**src/pkg/rtc_pkg.sv**
```systemverilog
// Constants for the radio timer output, arm and transmit power command block.
// Assumes a 32-bit APB register bus and one 100 MHz system clock.
package rtc_pkg;
  // ----------------------------------------
  // Register byte offsets
  // ----------------------------------------
  localparam logic [7:0] OFF_COMMAND = 8'h00;
  localparam logic [7:0] OFF_PARAM = 8'h04;
  localparam logic [7:0] OFF_STATUS = 8'h08;
  localparam logic [7:0] OFF_USABLE = 8'h0C;
  localparam logic [7:0] OFF_ARMED = 8'h10;
  localparam logic [7:0] OFF_ROUTE1 = 8'h14;
  localparam logic [7:0] OFF_ROUTE2 = 8'h18;
  localparam logic [7:0] OFF_ROUTE3 = 8'h1C;
  localparam logic [7:0] OFF_POWER = 8'h20;
  localparam logic [7:0] OFF_APPLIED = 8'h24;
  localparam logic [7:0] OFF_IRQ_STATUS = 8'h28;
  localparam logic [7:0] OFF_IRQ_CLEAR = 8'h2C;
  localparam logic [7:0] OFF_IRQ_ENABLE = 8'h30;
  // ----------------------------------------
  // Command identifiers and result codes
  // ----------------------------------------
  localparam logic [15:0] ID_ROUTE = 16'h0604;
  localparam logic [15:0] ID_ARM = 16'h0409;
  localparam logic [15:0] ID_DISARM = 16'h040A;
  localparam logic [15:0] ID_POWER = 16'h0010;
  localparam logic [1:0] DIRECT_MARK = 2'h1;
  localparam logic [7:0] RES_PENDING = 8'h00;
  localparam logic [7:0] RES_DONE = 8'h01;
  localparam logic [7:0] RES_PAR_FAULT = 8'h81;
  localparam logic [7:0] RES_UNKNOWN = 8'h83;
  // ----------------------------------------
  // Field positions
  // ----------------------------------------
  localparam int SEL_LSB = 2;
  localparam int MODE_LSB = 5;
  localparam int CHAN_LSB = 8;
  localparam int BIAS_LSB = 0;
  localparam int GAIN_LSB = 6;
  localparam int BOOST_BIT = 8;
  localparam int COEF_LSB_V0 = 8;
  localparam int COEF_LSB_V1 = 9;
  localparam int REF_TEMP_C = 25;
  localparam int SLOPE_DIV = 256;
  localparam int SLOPE_SHIFT = $clog2(SLOPE_DIV);
  localparam logic [5:0] BIAS_MAX = 6'h3F;
  // ----------------------------------------
  // Output behaviour codes
  // ----------------------------------------
  typedef enum logic [2:0] {
    MODE_PULSE = 3'b000,
    MODE_SET = 3'b001,
    MODE_CLEAR = 3'b010,
    MODE_TOGGLE = 3'b011,
    MODE_LOW = 3'b100,
    MODE_HIGH = 3'b101
  } rtc_mode_t;
  // ----------------------------------------
  // Interrupt bits and reset values
  // ----------------------------------------
  localparam int IRQ_CMD_DONE = 0;
  localparam int IRQ_POWER_APPLIED = 1;
  localparam int IRQ_COMPARE = 2;
  localparam int IRQ_BITS = 3;
  localparam logic [31:0] RESET_WORD = 32'h0000_0000;
  localparam logic [15:0] RESET_POWER = 16'h0000;
endpackage

```
**src/logic/rtc_cmd_top.sv**
```systemverilog
// Command handler for timer output routing, channel arming and transmit power.
// Assumes an APB master on clk_sys_in, compare events from the radio timer on
// the same clock, and the transmit start strobe and temperature from elsewhere.
//
// Summary of operation
// - Route command 0x0604 takes config word; select bits 2-4, mode 5-7, channel 8-11.
// - Output select 1, 2, 3 name the three output events; others reserved.
// - Modes pulse, set, clear, toggle, low, high; compare of channel drives output.
// - Direct route command takes config bits 2-15 from command bits 2-15.
// - Route faults on reserved channel, select or mode, or on radio-owned output, else reports done.
// - Arm command 0x0409 arms channel given in parameter byte 2.
// - Disarm command 0x040A disarms channel given in parameter byte 2.
// - Direct arm or disarm reads channel from command bits 8-15.
// - Arm or disarm faults on reserved channel, else done after state change.
// - Power command 0x0010 takes a 16-bit power word from bytes 2-3.
// - First variant: bias 0-5, gain 6-7, slope 8-15; zero slope disables.
// - Second variant: bit 8 driver strength, slope bits 9-15.
// - At each transmit start bias equals base plus (temp-25) times slope over 256.
// - New power word takes effect only at the next transmit start.
// - Accepted power command always reports done.
// - A channel is usable only when its usable bitmap bit is one.
`timescale 1ns/1ps
module rtc_cmd_top #(
  parameter int CHANNELS = 8,
  parameter logic [7:0] USABLE_MASK = 8'hE0,
  parameter logic [2:0] RADIO_OUTPUTS = 3'h0,
  parameter int VARIANT = 0
) (
  input wire logic clk_sys_in,
  input wire logic reset_in,
  input wire logic ce_in,
  input wire logic psel_in,
  input wire logic penable_in,
  input wire logic pwrite_in,
  input wire logic [7:0] paddr_in,
  input wire logic [31:0] pwdata_in,
  output logic [31:0] prdata_out,
  output logic pready_out,
  output logic pslverr_out,
  input wire logic [CHANNELS-1:0] compare_event_in,
  input wire logic tx_start_in,
  input wire logic [7:0] temperature_in,
  output logic [CHANNELS-1:0] channel_armed_out,
  output logic [2:0] timer_output_event_out,
  output logic [5:0] pa_bias_code_out,
  output logic [1:0] first_stage_gain_out,
  output logic driver_strength_out,
  output logic irq_out
);
  // ----------------------------------------
  // Elaboration checks
  // ----------------------------------------
  initial begin
    if (CHANNELS < 1 || CHANNELS > 8 || (VARIANT != 0 && VARIANT != 1)) begin
      $error("rtc_cmd_top: unsupported CHANNELS or VARIANT");
    end
  end

  // ----------------------------------------
  // Declarations
  // ----------------------------------------
  localparam int IRQ_BITS_W = rtc_pkg::IRQ_BITS;
  logic [31:0] command_register;
  logic [31:0] param_word;
  logic cmd_go;
  logic [7:0] command_status_register;
  logic [CHANNELS-1:0] armed;
  logic [3:0] route_chan [3];
  logic [2:0] route_mode [3];
  logic [2:0] route_on;
  logic [2:0] gpo;
  logic [15:0] power_setting_word;
  logic [5:0] bias;
  logic [1:0] gain;
  logic boost;
  logic [IRQ_BITS_W-1:0] irq_status;
  logic [IRQ_BITS_W-1:0] irq_enable;
  logic irq;
  logic [31:0] rdata;
  logic ready;
  logic slverr;
  logic [7:0] temp_meta, temp_sync;
  logic tx_meta, tx_sync, tx_last;

  logic apb_take, wr_take, direct, is_route, is_arm, is_disarm, is_power;
  logic [15:0] cmd_id, cfg;
  logic [7:0] chan;
  logic chan_ok, sel_ok, mode_ok;
  logic [2:0] sel;
  logic [2:0] mode;
  logic [7:0] next_result;
  logic tx_edge;
  logic [CHANNELS-1:0] route_fire;
  logic [2:0] out_fire;

  // ----------------------------------------
  // Helpers
  // ----------------------------------------
  function automatic logic usable(input logic [7:0] ch);
    usable = (ch < 8'(CHANNELS)) && USABLE_MASK[ch[2:0]];
  endfunction

  // Slope is eight bits wide; variant one has one bit less of it
  function automatic logic [5:0] comp_bias(input logic [15:0] w, input logic [7:0] t);
    logic signed [9:0] dt;
    logic signed [18:0] prod;
    logic signed [10:0] sum;
    dt = 10'($signed(t)) - 10'(rtc_pkg::REF_TEMP_C);
    prod = 19'(dt) * $signed({11'h000, (VARIANT == 0) ? w[15:8] : {1'b0, w[15:9]}});
    sum = 11'(w[5:0]) + 11'(prod >>> rtc_pkg::SLOPE_SHIFT);
    if (sum < 11'sh000) begin
      comp_bias = 6'h00;
    end else if (sum > 11'(rtc_pkg::BIAS_MAX)) begin
      comp_bias = rtc_pkg::BIAS_MAX;
    end else begin
      comp_bias = sum[5:0];
    end
  endfunction

  // ----------------------------------------
  // Pin synchronisers
  // ----------------------------------------
  always_ff @(posedge clk_sys_in) begin
    if (reset_in) begin
      temp_meta <= 8'h00;
      temp_sync <= 8'h00;
      tx_meta <= 1'b0;
      tx_sync <= 1'b0;
      tx_last <= 1'b0;
    end else if (ce_in) begin
      temp_meta <= temperature_in;
      temp_sync <= temp_meta;
      tx_meta <= tx_start_in;
      tx_sync <= tx_meta;
      tx_last <= tx_sync;
    end
  end
  assign tx_edge = tx_sync & ~tx_last;

  // ----------------------------------------
  // APB slave, one wait state
  // ----------------------------------------
  assign apb_take = psel_in & penable_in & ready;
  assign wr_take = apb_take & pwrite_in;

  always_ff @(posedge clk_sys_in) begin
    if (reset_in) begin
      ready <= 1'b0;
      slverr <= 1'b0;
      rdata <= rtc_pkg::RESET_WORD;
    end else if (ce_in) begin
      ready <= psel_in & penable_in & ~ready;
      slverr <= 1'b0;
      rdata <= rtc_pkg::RESET_WORD;
      if (psel_in & penable_in & ~ready) begin
        if (paddr_in == rtc_pkg::OFF_COMMAND) begin
          rdata <= command_register;
        end else if (paddr_in == rtc_pkg::OFF_PARAM) begin
          rdata <= param_word;
        end else if (paddr_in == rtc_pkg::OFF_STATUS) begin
          rdata <= {24'h000000, command_status_register};
        end else if (paddr_in == rtc_pkg::OFF_USABLE) begin
          rdata <= {24'h000000, USABLE_MASK};
        end else if (paddr_in == rtc_pkg::OFF_ARMED) begin
          rdata <= 32'(armed);
        end else if (paddr_in == rtc_pkg::OFF_ROUTE1) begin
          rdata <= {20'h00000, route_chan[0], route_mode[0], 4'h0, route_on[0]};
        end else if (paddr_in == rtc_pkg::OFF_ROUTE2) begin
          rdata <= {20'h00000, route_chan[1], route_mode[1], 4'h0, route_on[1]};
        end else if (paddr_in == rtc_pkg::OFF_ROUTE3) begin
          rdata <= {20'h00000, route_chan[2], route_mode[2], 4'h0, route_on[2]};
        end else if (paddr_in == rtc_pkg::OFF_POWER) begin
          rdata <= {16'h0000, power_setting_word};
        end else if (paddr_in == rtc_pkg::OFF_APPLIED) begin
          rdata <= {23'h000000, boost, gain, bias};
        end else if (paddr_in == rtc_pkg::OFF_IRQ_STATUS) begin
          rdata <= 32'(irq_status);
        end else if (paddr_in == rtc_pkg::OFF_IRQ_CLEAR) begin
          rdata <= rtc_pkg::RESET_WORD;
        end else if (paddr_in == rtc_pkg::OFF_IRQ_ENABLE) begin
          rdata <= 32'(irq_enable);
        end else begin
          slverr <= 1'b1;
        end
      end
    end
  end

  // Writing the command word rings the doorbell
  always_ff @(posedge clk_sys_in) begin
    if (reset_in) begin
      command_register <= rtc_pkg::RESET_WORD;
      param_word <= rtc_pkg::RESET_WORD;
      cmd_go <= 1'b0;
    end else if (ce_in) begin
      cmd_go <= wr_take && paddr_in == rtc_pkg::OFF_COMMAND;
      if (wr_take && paddr_in == rtc_pkg::OFF_COMMAND) begin
        command_register <= pwdata_in;
      end
      if (wr_take && paddr_in == rtc_pkg::OFF_PARAM) begin
        param_word <= pwdata_in;
      end
    end
  end

  // ----------------------------------------
  // Command decode
  // ----------------------------------------
  always_comb begin
    direct = command_register[1:0] == rtc_pkg::DIRECT_MARK;
    cmd_id = direct ? command_register[31:16] : param_word[15:0];
    cfg = direct ? {command_register[15:2], 2'b00} : param_word[31:16];
    chan = direct ? command_register[15:8] : param_word[23:16];
    is_route = cmd_id == rtc_pkg::ID_ROUTE;
    is_arm = cmd_id == rtc_pkg::ID_ARM;
    is_disarm = cmd_id == rtc_pkg::ID_DISARM;
    is_power = cmd_id == rtc_pkg::ID_POWER && !direct;
    sel = cfg[rtc_pkg::SEL_LSB +: 3];
    mode = cfg[rtc_pkg::MODE_LSB +: 3];
    sel_ok = sel >= 3'd1 && sel <= 3'd3 && !RADIO_OUTPUTS[2'(sel - 3'd1)];
    mode_ok = mode <= rtc_pkg::MODE_HIGH;
    chan_ok = is_route ? usable({4'h0, cfg[rtc_pkg::CHAN_LSB +: 4]}) : usable(chan);
    if (is_route) begin
      next_result = (chan_ok && sel_ok && mode_ok) ? rtc_pkg::RES_DONE : rtc_pkg::RES_PAR_FAULT;
    end else if (is_arm || is_disarm) begin
      next_result = chan_ok ? rtc_pkg::RES_DONE : rtc_pkg::RES_PAR_FAULT;
    end else if (is_power) begin
      next_result = rtc_pkg::RES_DONE;
    end else begin
      next_result = rtc_pkg::RES_UNKNOWN;
    end
  end

  always_ff @(posedge clk_sys_in) begin
    if (reset_in) begin
      command_status_register <= rtc_pkg::RES_DONE;
    end else if (ce_in) begin
      if (wr_take && paddr_in == rtc_pkg::OFF_COMMAND) begin
        command_status_register <= rtc_pkg::RES_PENDING;
      end else if (cmd_go) begin
        command_status_register <= next_result;
      end
    end
  end

  // ----------------------------------------
  // Arming; a command arm beats a same-cycle compare
  // ----------------------------------------
  always_comb begin
    for (int c = 0; c < CHANNELS; c++) begin
      route_fire[c] = compare_event_in[c] & armed[c];
    end
    for (int k = 0; k < 3; k++) begin
      out_fire[k] = route_on[k] && route_chan[k] < 4'(CHANNELS) && route_fire[route_chan[k][2:0]];
    end
  end

  always_ff @(posedge clk_sys_in) begin
    if (reset_in) begin
      armed <= '0;
    end else if (ce_in) begin
      for (int c = 0; c < CHANNELS; c++) begin
        if (cmd_go && is_arm && chan_ok && chan == 8'(c)) begin
          armed[c] <= 1'b1;
        end else if (cmd_go && is_disarm && chan_ok && chan == 8'(c)) begin
          armed[c] <= 1'b0;
        end else if (route_fire[c]) begin
          armed[c] <= 1'b0;
        end
      end
    end
  end

  // ----------------------------------------
  // Output event routing
  // ----------------------------------------
  // Outputs move on a compare of an armed channel, or at once on a route to low or high; compare setup is software's job
  always_ff @(posedge clk_sys_in) begin
    if (reset_in) begin
      route_on <= 3'h0;
      gpo <= 3'h0;
      for (int k = 0; k < 3; k++) begin
        route_chan[k] <= 4'h0;
        route_mode[k] <= rtc_pkg::MODE_LOW;
      end
    end else if (ce_in) begin
      for (int k = 0; k < 3; k++) begin
        if (route_mode[k] == rtc_pkg::MODE_PULSE) begin
          gpo[k] <= 1'b0;
        end
        if (cmd_go && is_route && chan_ok && sel_ok && mode_ok && sel == 3'(k + 1)) begin
          route_on[k] <= 1'b1;
          route_chan[k] <= cfg[rtc_pkg::CHAN_LSB +: 4];
          route_mode[k] <= mode;
          if (mode == rtc_pkg::MODE_LOW) begin
            gpo[k] <= 1'b0;
          end else if (mode == rtc_pkg::MODE_HIGH) begin
            gpo[k] <= 1'b1;
          end
        end else if (out_fire[k]) begin
          case (route_mode[k])
            rtc_pkg::MODE_PULSE: begin
              gpo[k] <= 1'b1;
            end
            rtc_pkg::MODE_SET: begin
              gpo[k] <= 1'b1;
            end
            rtc_pkg::MODE_CLEAR: begin
              gpo[k] <= 1'b0;
            end
            rtc_pkg::MODE_TOGGLE: begin
              gpo[k] <= ~gpo[k];
            end
            default: begin
              gpo[k] <= gpo[k];
            end
          endcase
        end
      end
    end
  end

  // ----------------------------------------
  // Transmit power
  // ----------------------------------------
  // The pending word is sampled at transmit start, so a packet in flight keeps its power
  always_ff @(posedge clk_sys_in) begin
    if (reset_in) begin
      power_setting_word <= rtc_pkg::RESET_POWER;
      bias <= 6'h00;
      gain <= 2'h0;
      boost <= 1'b0;
    end else if (ce_in) begin
      if (cmd_go && is_power) begin
        power_setting_word <= param_word[31:16];
      end
      if (tx_edge) begin
        bias <= comp_bias(power_setting_word, temp_sync);
        gain <= power_setting_word[rtc_pkg::GAIN_LSB +: 2];
        boost <= (VARIANT == 1) && power_setting_word[rtc_pkg::BOOST_BIT];
      end
    end
  end

  // ----------------------------------------
  // Interrupts; hardware set beats a clear
  // ----------------------------------------
  always_ff @(posedge clk_sys_in) begin
    if (reset_in) begin
      irq_status <= '0;
      irq_enable <= '0;
      irq <= 1'b0;
    end else if (ce_in) begin
      if (wr_take && paddr_in == rtc_pkg::OFF_IRQ_ENABLE) begin
        irq_enable <= pwdata_in[IRQ_BITS_W-1:0];
      end
      irq_status <= (irq_status & ~((wr_take && paddr_in == rtc_pkg::OFF_IRQ_CLEAR) ?
                    pwdata_in[IRQ_BITS_W-1:0] : 3'h0)) |
                    {|route_fire, tx_edge, cmd_go};
      irq <= |(irq_status & irq_enable);
    end
  end

  assign prdata_out = rdata;
  assign pready_out = ready;
  assign pslverr_out = slverr;
  assign channel_armed_out = armed;
  assign timer_output_event_out = gpo;
  assign pa_bias_code_out = bias;
  assign first_stage_gain_out = gain;
  assign driver_strength_out = boost;
  assign irq_out = irq;
endmodule

```
**config.mk**
```make
export PLATFORM = sky130hd
export DESIGN_NAME = rtc_cmd_top
export DESIGN_NICKNAME = d
export VERILOG_FILES = /design/src/pkg/rtc_pkg.sv /design/src/logic/rtc_cmd_top.sv
export SDC_FILE = /design/constraint.sdc
export NUM_CORES = 1
export LEC_CHECK = 0
export BUFFER_PORTS_ARGS = -buffer_cell sky130_fd_sc_hd__buf_2
export CAP_MARGIN = 20
export CORE_UTILIZATION = 58
export DETAILED_ROUTE_END_ITERATION = 8
export GPL_TIMING_DRIVEN = 0
export HOLD_SLACK_MARGIN = 0.12
export PLACE_DENSITY = 0.79
export SLEW_MARGIN = 20
export SYNTH_ARGS = -nofsm -noshare
export SYNTH_HDL_FRONTEND = slang
export SYNTH_SLANG_ARGS = --single-unit
```
**constraint.sdc**
```tcl
create_clock -name clk_sys_in -period 14 [get_ports clk_sys_in]
set_input_delay 2.8 -clock clk_sys_in [delete_from_list [all_inputs] [get_ports clk_sys_in]]
set_output_delay 2.8 -clock clk_sys_in [all_outputs]
set_load 0.005 [all_outputs]
```
==> results of run 1 <==
[critical path, cell delays in order (launching register included)]
cell,delay (ps)
dfxtp_1,480
inv_1,130
ha_1,250
nand2b_1,110
a31oi_1,100
xor2_1,570
nand2_1,160
fa_1,530
inv_1,50
fa_1,490
inv_1,50
fa_1,470
inv_1,60
fa_1,480
ha_1,240
or4_1,510
a41o_1,300
nand2_1,120
xnor2_1,160
inv_1,90
fa_1,420
inv_1,70
a21oi_1,60
o21bai_1,230
a31oi_1,190
or4_4,460
o32ai_4,390
a221oi_1,130
[sequential cells by signal (all words and copies together) (netlist names), 6 cells and up]
signal and count:
route_chan 12, param_word 32, temp_sync 8, prdata_out 32, channel_armed_out 8, command_register 32
route_mode 9, pa_bias_code_out 6, power_setting_word 16, temp_meta 8
[logic make-up (layout without fill, tap and decap cells)]
kind of cell	Yosys count	after routing	synth area share
AOI/OAI and AO/OA	304	304	0.1726
xor gates and xnor gates	30	30	0.02292
adders and majority gates	100	100	0.1439
buffers and inverters	162	309	0.05360
DFF	187	187	0.3449
muxes	57	57	0.05665
other	1	5	0.0003272
and+or+nand+nor	506	506	0.2051
[power groups by stage]
stage	logic [uW]	clock network, uW	registers, uW
2_1_floorplan	28.0	0	563
3_3_place_gp	54.7	0	564
3_5_place_dp	55.2	0	564
4_1_cts	55.5	492	552
5_1_grt	60.7	518	553
6_report	57.0	492	552
[routing by layer]
layer | track usage | routed length (microns) | vias to the layer above
li1 | - | - | 4955
met1 | 0.4562 | 14010 | 5092
met2 | 0.5895 | 16710 | 591
met3 | 0.07638 | 3437 | 137
met4 | 0.1930 | 1940 | 0
met5 | 0 | 0 | -
[per-stage QoR]
stage	hold WS, ps	util	setup WS (ps)	power (uW)	instance area [sq um]
finish	471.6	0.6695	6549	1101	12990
global route	494.1	0.6694	6119	1131	12990
CTS	466.3	0.6691	6558	1099	12980
detailed placement	457.9	0.6383	6576	619.5	12380
global placement	452.6	0.6380	6604	618.8	12380
floorplan	439.4	-	7446	590.7	11470
[cells in the mapped netlist (9+ instances only)]
cell type,instances,area (sq um)
dfxtp_1,166,3323
nand2b_1,13,81.33
a221oi_1,9,78.83
nand2_1,231,867.1
o21ai_0,23,115.1
o211ai_1,11,82.58
nor2_1,124,465.5
mux2i_1,48,480.5
xor2_1,14,122.6
nor4_1,10,62.56
a222oi_1,16,160.2
and2_1,33,206.5
a21oi_1,142,710.7
a31oi_1,12,75.07
ha_1,47,588.1
xnor2_1,16,140.1
nor2b_1,16,100.1
inv_1,89,334.1
a22oi_1,36,270.3
edfxtp_1,21,630.6
fa_1,53,1061
nand3_1,16,80.08
clkbuf_1,67,251.5
a21o_1,9,67.56
[worst min-delay path by stage]
| stage | depth (start not counted) | from | end |
|---|---|---|---|
| 2_1_floorplan | 2 | route_on[0] | route_on[0] |
| 3_3_place_gp | 2 | command_status_register[1] | command_status_register[1] |
| 6_report | 2 | command_status_register[1] | command_status_register[1] |
| 5_1_grt | 2 | command_register[26] | command_register[26] |
| 4_1_cts | 2 | command_status_register[1] | command_status_register[1] |
| 3_5_place_dp | 2 | command_status_register[1] | command_status_register[1] |
[final cells by class]
type                       instances  area (sq um)
clock inverter                    15         172.7
sequential                       187          3954
buffer                            72         276.5
clock buffer                      17         425.4
multi-input combinational       1001          6912
fill                            1673          6411
timing repair buffer             115         575.6
tap                              265         331.6
inverter                          90         337.8
antenna                            1         2.502
==> flow_summary.yaml, run 1 <==
global_routing:
  grt_pass1_vias: 10410
  grt_max_degree: 21
  grt_usage: 0.3640
  grt-ovfl-total: 0
  grt_pass1_wl_microns: 55720
  antenna_found_initial: 1
finish:
  drive_gt1_frac: 0.1182
  area_growth_pct: 13.31
  fin_cells: 1763
  layout.nets: 1647
  final_common_cell: "nand2_1"
  final_cell_mix: "231 x nand2_1, 166 x dfxtp_1, 142 x a21oi_1"
pwr:
  ir_worst_vdd_mv: 0.08019
  total_leakage_power_uw: 0.005419
  p_switching_uw: 295.9
  p_int_uw: 805.0
  switching_share: 0.2688
  clkPwrFrac: 0.447
  cellPowerDensity_mw_per_mm2: 84.77
  power_frac_seq: 0.501
  combPwrFrac: 0.052
synth:
  seq_area_frac_synth: 0.3449
  ys_warn_count: 0
  synthArstFlopShare: 0
  synth_cell_types: 71
  synth_ff_type: "dfxtp_1"
  synth_edf_count: 21
  netlist_instances: 1347
  syn_area_sq_mm: 0.01146
  avgSynthCellArea_sq_um: 8.509
  ys_ff_latch: 187
placed_design:
  gp_congestion: 1.053
  port_buffers: 114
  dp_hpwl_microns: 27460
  dp_cells: 1729
drt:
  first_iter_violations: 1114
  ant_nets: 0
  wl_microns: 36100
  dr.pass1.iters: 7
  drc: 0
  wl_per_cell_microns: 20.47
  vias: 10780
  vias_per_cell: 6.112
clock_network:
  insertion_delay_ps: 450
  cts_hold_buf: 0
  postCtsSetupBuffers: 0
  path_clk_slew_ps: 80
  clock_sinks: 187
  cts_tree: "done"
  ctsHtreeMaxLevel: 4
  root_buffer: "clkbuf_16"
  cts_resized: 0
  cts.path.max_buffers: 2
  cts-buffers-inserted: 17
timing:
  fin_worst_skew_ps: 15.11
  finalCriticalPeriod_ps: 7451
  relSlewSlack: 0.3179
  setup_viol: 0
  clock.fmax_ghz: 0.1342
  rsz0062_at_grt: "no"
  setup_tns_ps: 0
  timing.final.crit_share: 0.5322
  hold_viol: 0
  slew_violations: 0
  worst_pin_slew_ps: 1023
setup_path:
  crit_type: "register to register"
  r2r-start: "temp_sync[0]"
  r2r_cells: 27
  cp.arrival_ps: 7730
  cp-end-kind: "register"
  startpoint_type: "register"
  crit_end: "pa_bias_code_out[1]"
  r2r-end: "pa_bias_code_out[1]"
  cp_max_fo: 8
  required_ps: 14280
  reg2reg_slack_ps: 6550
  crit_path_start: "temp_sync[0]"
floorplan:
  dieWidth_microns: 142.6
  num_io_pins: 118
  die_y_microns: 142.6
  dieArea_sq_mm: 0.02033
  core-area_sq_mm: 0.01940
  placementRows: 51
  initial_utilization: 0.5909
worst_hold_path:
  hold_class: "register to register"
job:
  maxCapViolCount: 0
outcome:
  status: "completed"
Power figures use the tool's default switching activity.
==> inputs of run 2 (changes only) <==
--- a/config.mk
+++ b/config.mk
@@ -5,13 +5,14 @@
 export SDC_FILE = /design/constraint.sdc
 export NUM_CORES = 1
 export LEC_CHECK = 0
+export ABC_AREA = 1
 export BUFFER_PORTS_ARGS = -buffer_cell sky130_fd_sc_hd__buf_2
 export CAP_MARGIN = 20
-export CORE_UTILIZATION = 58
+export CORE_UTILIZATION = 54
 export DETAILED_ROUTE_END_ITERATION = 8
 export GPL_TIMING_DRIVEN = 0
 export HOLD_SLACK_MARGIN = 0.12
-export PLACE_DENSITY = 0.79
+export PLACE_DENSITY = 0.77
 export SLEW_MARGIN = 20
 export SYNTH_ARGS = -nofsm -noshare
 export SYNTH_HDL_FRONTEND = slang
==> constraint.sdc (replaced) <==
create_clock -name clk_sys_in -period 6.6 [get_ports clk_sys_in]
set_input_delay 1.32 -clock clk_sys_in [delete_from_list [all_inputs] [get_ports clk_sys_in]]
set_output_delay 1.32 -clock clk_sys_in [all_outputs]
set_load 0.005 [all_outputs]
==> run 2 against run 1 <==
Against the previous run: cell area up 5.0%; total power up 130%; clock skew up 1.8 ps; setup slack worse by 6300 ps; fmax up 18%; highest routed layer unchanged; count of clock-buffer cells in the layout up 6; critical path depth up 6; cell count up 16%; critical endpoint is now pa_bias_code_out[0]; sequential share of layout area down 1.4 points.
==> flow_summary.yaml, run 2 <==
outcome:
  status: "completed"
floorplan:
  dieWidth_microns: 149.5
  dieArea_sq_mm: 0.02235
  die_y_microns: 149.5
  core-area_sq_mm: 0.02115
  initial_utilization: 0.5555
  num_io_pins: 118
  placementRows: 53
clock_network:
  insertion_delay_ps: 460
  ctsHtreeMaxLevel: 4
  clock_sinks: 187
  cts.path.max_buffers: 2
  root_buffer: "clkbuf_16"
  path_clk_slew_ps: 70
  cts-buffers-inserted: 17
  cts_tree: "done"
placed_design:
  dp_hpwl_microns: 29380
  gp_congestion: 1.005
  pre_cts_slack_ps: -376.8
  port_buffers: 115
finish:
  diodes: 0
  num-fill-cells: 1886
  layout.nets: 1912
  utilization: 0.6445
  final_common_cell: "nand2_1"
  final_cell_mix: "265 x nand2_1, 213 x inv_1, 174 x o21ai_0, 174 x a21oi_1, 173 x nor2_1"
  drive_gt1_frac: 0.1419
  area_growth_pct: 16.03
drt:
  vias_per_cell: 5.774
  wl_microns: 37670
  ant_nets: 0
  drc: 0
  first_iter_violations: 1086
  wl_per_cell_microns: 18.49
  vias: 11760
  dr.pass1.iters: 6
setup_path:
  max_stage_delay_ps: 600
  cp-end-kind: "register"
  r2r-end: "pa_bias_code_out[0]"
  startpoint_type: "register"
  r2r_cells: 33
  cp.arrival_ps: 6600
  required_ps: 6890
  r2r-start: "temp_sync[0]"
  reg2reg_slack_ps: 290
  cpMaxStageDelayCell: "fa_1"
  cp_max_fo: 6
  crit_type: "register to register"
timing:
  slew_violations: 0
  setup_viol: 0
  worst_pin_slew_ps: 884.0
  timing.final.crit_share: 0.9564
  relSlewSlack: 0.4092
  finalCriticalPeriod_ps: 6312
  fin_ws_ps: 287.9
  hold_viol: 0
  fin_worst_skew_ps: 16.94
  clock.fmax_ghz: 0.1584
synth:
  synth_cell_types: 59
  yosysTopAreaCellShare: 0.2828
  netlist_instances: 1604
  yosysTopAreaCell: "dfxtp_1"
  ys_warn_count: 0
  syn_area_sq_mm: 0.01175
  synth_ff_type: "dfxtp_1"
  synth_edf_count: 21
  ys_ff_latch: 187
  synth_common_cells: "272 x nand2_1, 216 x inv_1, 179 x nor2_1"
  avgSynthCellArea_sq_um: 7.325
  synth_most_common_cell: "nand2_1"
  synth_area_leaders: "dfxtp_1 28%, fa_1 9.0%, nand2_1 8.7%, a21oi_1 7.6%, o21ai_0 7.6%"
  synthArstFlopShare: 0
  seq_area_frac_synth: 0.3365
global_routing:
  grt-ovfl-total: 0
  met2_usage: 0.5340
  busiest_layer: "met2"
  grt_pass1_vias: 11020
  grt_use_met1: 0.4468
  grt_usage: 0.3423
  antenna_found_initial: 0
  grt_max_degree: 17
  use_met3: 0.06189
  grt_pass1_wl_microns: 57770
pwr:
  p_switching_uw: 597.0
  cellPowerDensity_mw_per_mm2: 183.4
  ir_worst_vdd_mv: 0.1896
  combPwrFrac: 0.063
  total_leakage_power_uw: 0.006140
  totalPowerFinal_uw: 2501
  switching_share: 0.2387
  p_int_uw: 1904
  power_frac_seq: 0.472
  clkPwrFrac: 0.465
worst_hold_path:
  hold_start: "prdata_out[14]"
  hold_class: "register to register"
  hold_end: "prdata_out[14]"
  whs_path_depth: 2
job:
  maxCapViolCount: 0
[run 2: changes by cell type in the layout (fill, tap and decap cells not counted), sizes merged, moves of 35 or more]
cell	previous run	this run
a21oi	142	178
nand2	231	289
nor2	125	185
o21ai	23	186
mux2i	48	2
inv	95	222
nand3	16	53
a22oi	36	1
[run 2: stage by stage]
| step | hold WS [ps] | instance area [sq um] | instances | setup TNS, ps |
|---|---|---|---|---|
| CTS | 466.3 | 13360 | 2029 | 0 |
| finish | 463.7 | 13630 | 2037 | 0 |
| floorplan | 429.2 | 11760 | 1607 | 0 |
| global placement | 445.3 | 12680 | 1997 | -1579 |
| global route | 483.3 | 13630 | 2037 | -463.1 |
| detailed placement | 455.5 | 12680 | 1997 | -2203 |
[run 2: cell families after synthesis]
kind of cell | synth area share
compound gates | 0.2075
xor+xnor | 0.01342
fa+ha+maj | 0.1403
buf+inv | 0.09498
flops | 0.3365
mux | 0.004260
other cells | 0.0003191
simple gates | 0.2026
[run 2: worst max path at each step]
stage	slack, ps	cells after the start	startpoint	end
6_report	290	33	temp_sync[0]	pa_bias_code_out[0]
5_1_grt	-90	35	temp_sync[0]	pa_bias_code_out[3]
4_1_cts	30	35	temp_sync[0]	pa_bias_code_out[4]
3_5_place_dp	-380	37	temp_sync[0]	pa_bias_code_out[4]
3_3_place_gp	-270	37	temp_sync[0]	pa_bias_code_out[4]
2_1_floorplan	600	37	temp_sync[0]	pa_bias_code_out[2]
[run 2: power by group through the flow]
stage	Clock (uW)	Sequential [uW]	Combinational, uW
finish	1160	1180	158
global route	1210	1180	171
CTS	1160	1180	145
detailed placement	0	1210	143
global placement	0	1200	142
floorplan	0	1200	80.0
[run 2: timing repair]
item / CTS / global route
endpoints found under the setup margin: 6 / 6
gates resized for setup: 6 / 52
buffers inserted: 0 / 8
pin swaps: 0 / 23
hold endpoints to repair: 0 / 0
hold buffers: 0 / 0
[run 2: area by class of cell]
| class | instances | area (sq um) | share of cell area |
|---|---|---|---|
| inverters | 223 | 843.3 | 0.06186 |
| clock buffers | 23 | 531.8 | 0.03901 |
| flip-flops and latches | 187 | 3958 | 0.2903 |
| well taps | 275 | 344.1 | 0.02524 |
| plain buffers | 63 | 279.0 | 0.02047 |
| multi-input cells | 1134 | 6902 | 0.5062 |
| repair buffers | 123 | 635.6 | 0.04662 |
| clock inverters | 9 | 140.1 | 0.01028 |
[run 2: layer usage]
layer,up-vias,wire [microns]
li1,5591,-
met1,5437,15280
met2,614,16930
met3,119,3605
met4,0,1855
met5,-,0
[run 2: worst max-delay path: cells and delay by family (launching register included)]
family | cells | cell delay, ps
compound gates | 4 | 530
xor+xnor | 2 | 250
fa+ha+maj | 7 | 2880
buf+inv | 5 | 460
flops | 1 | 380
simple gates | 15 | 1660
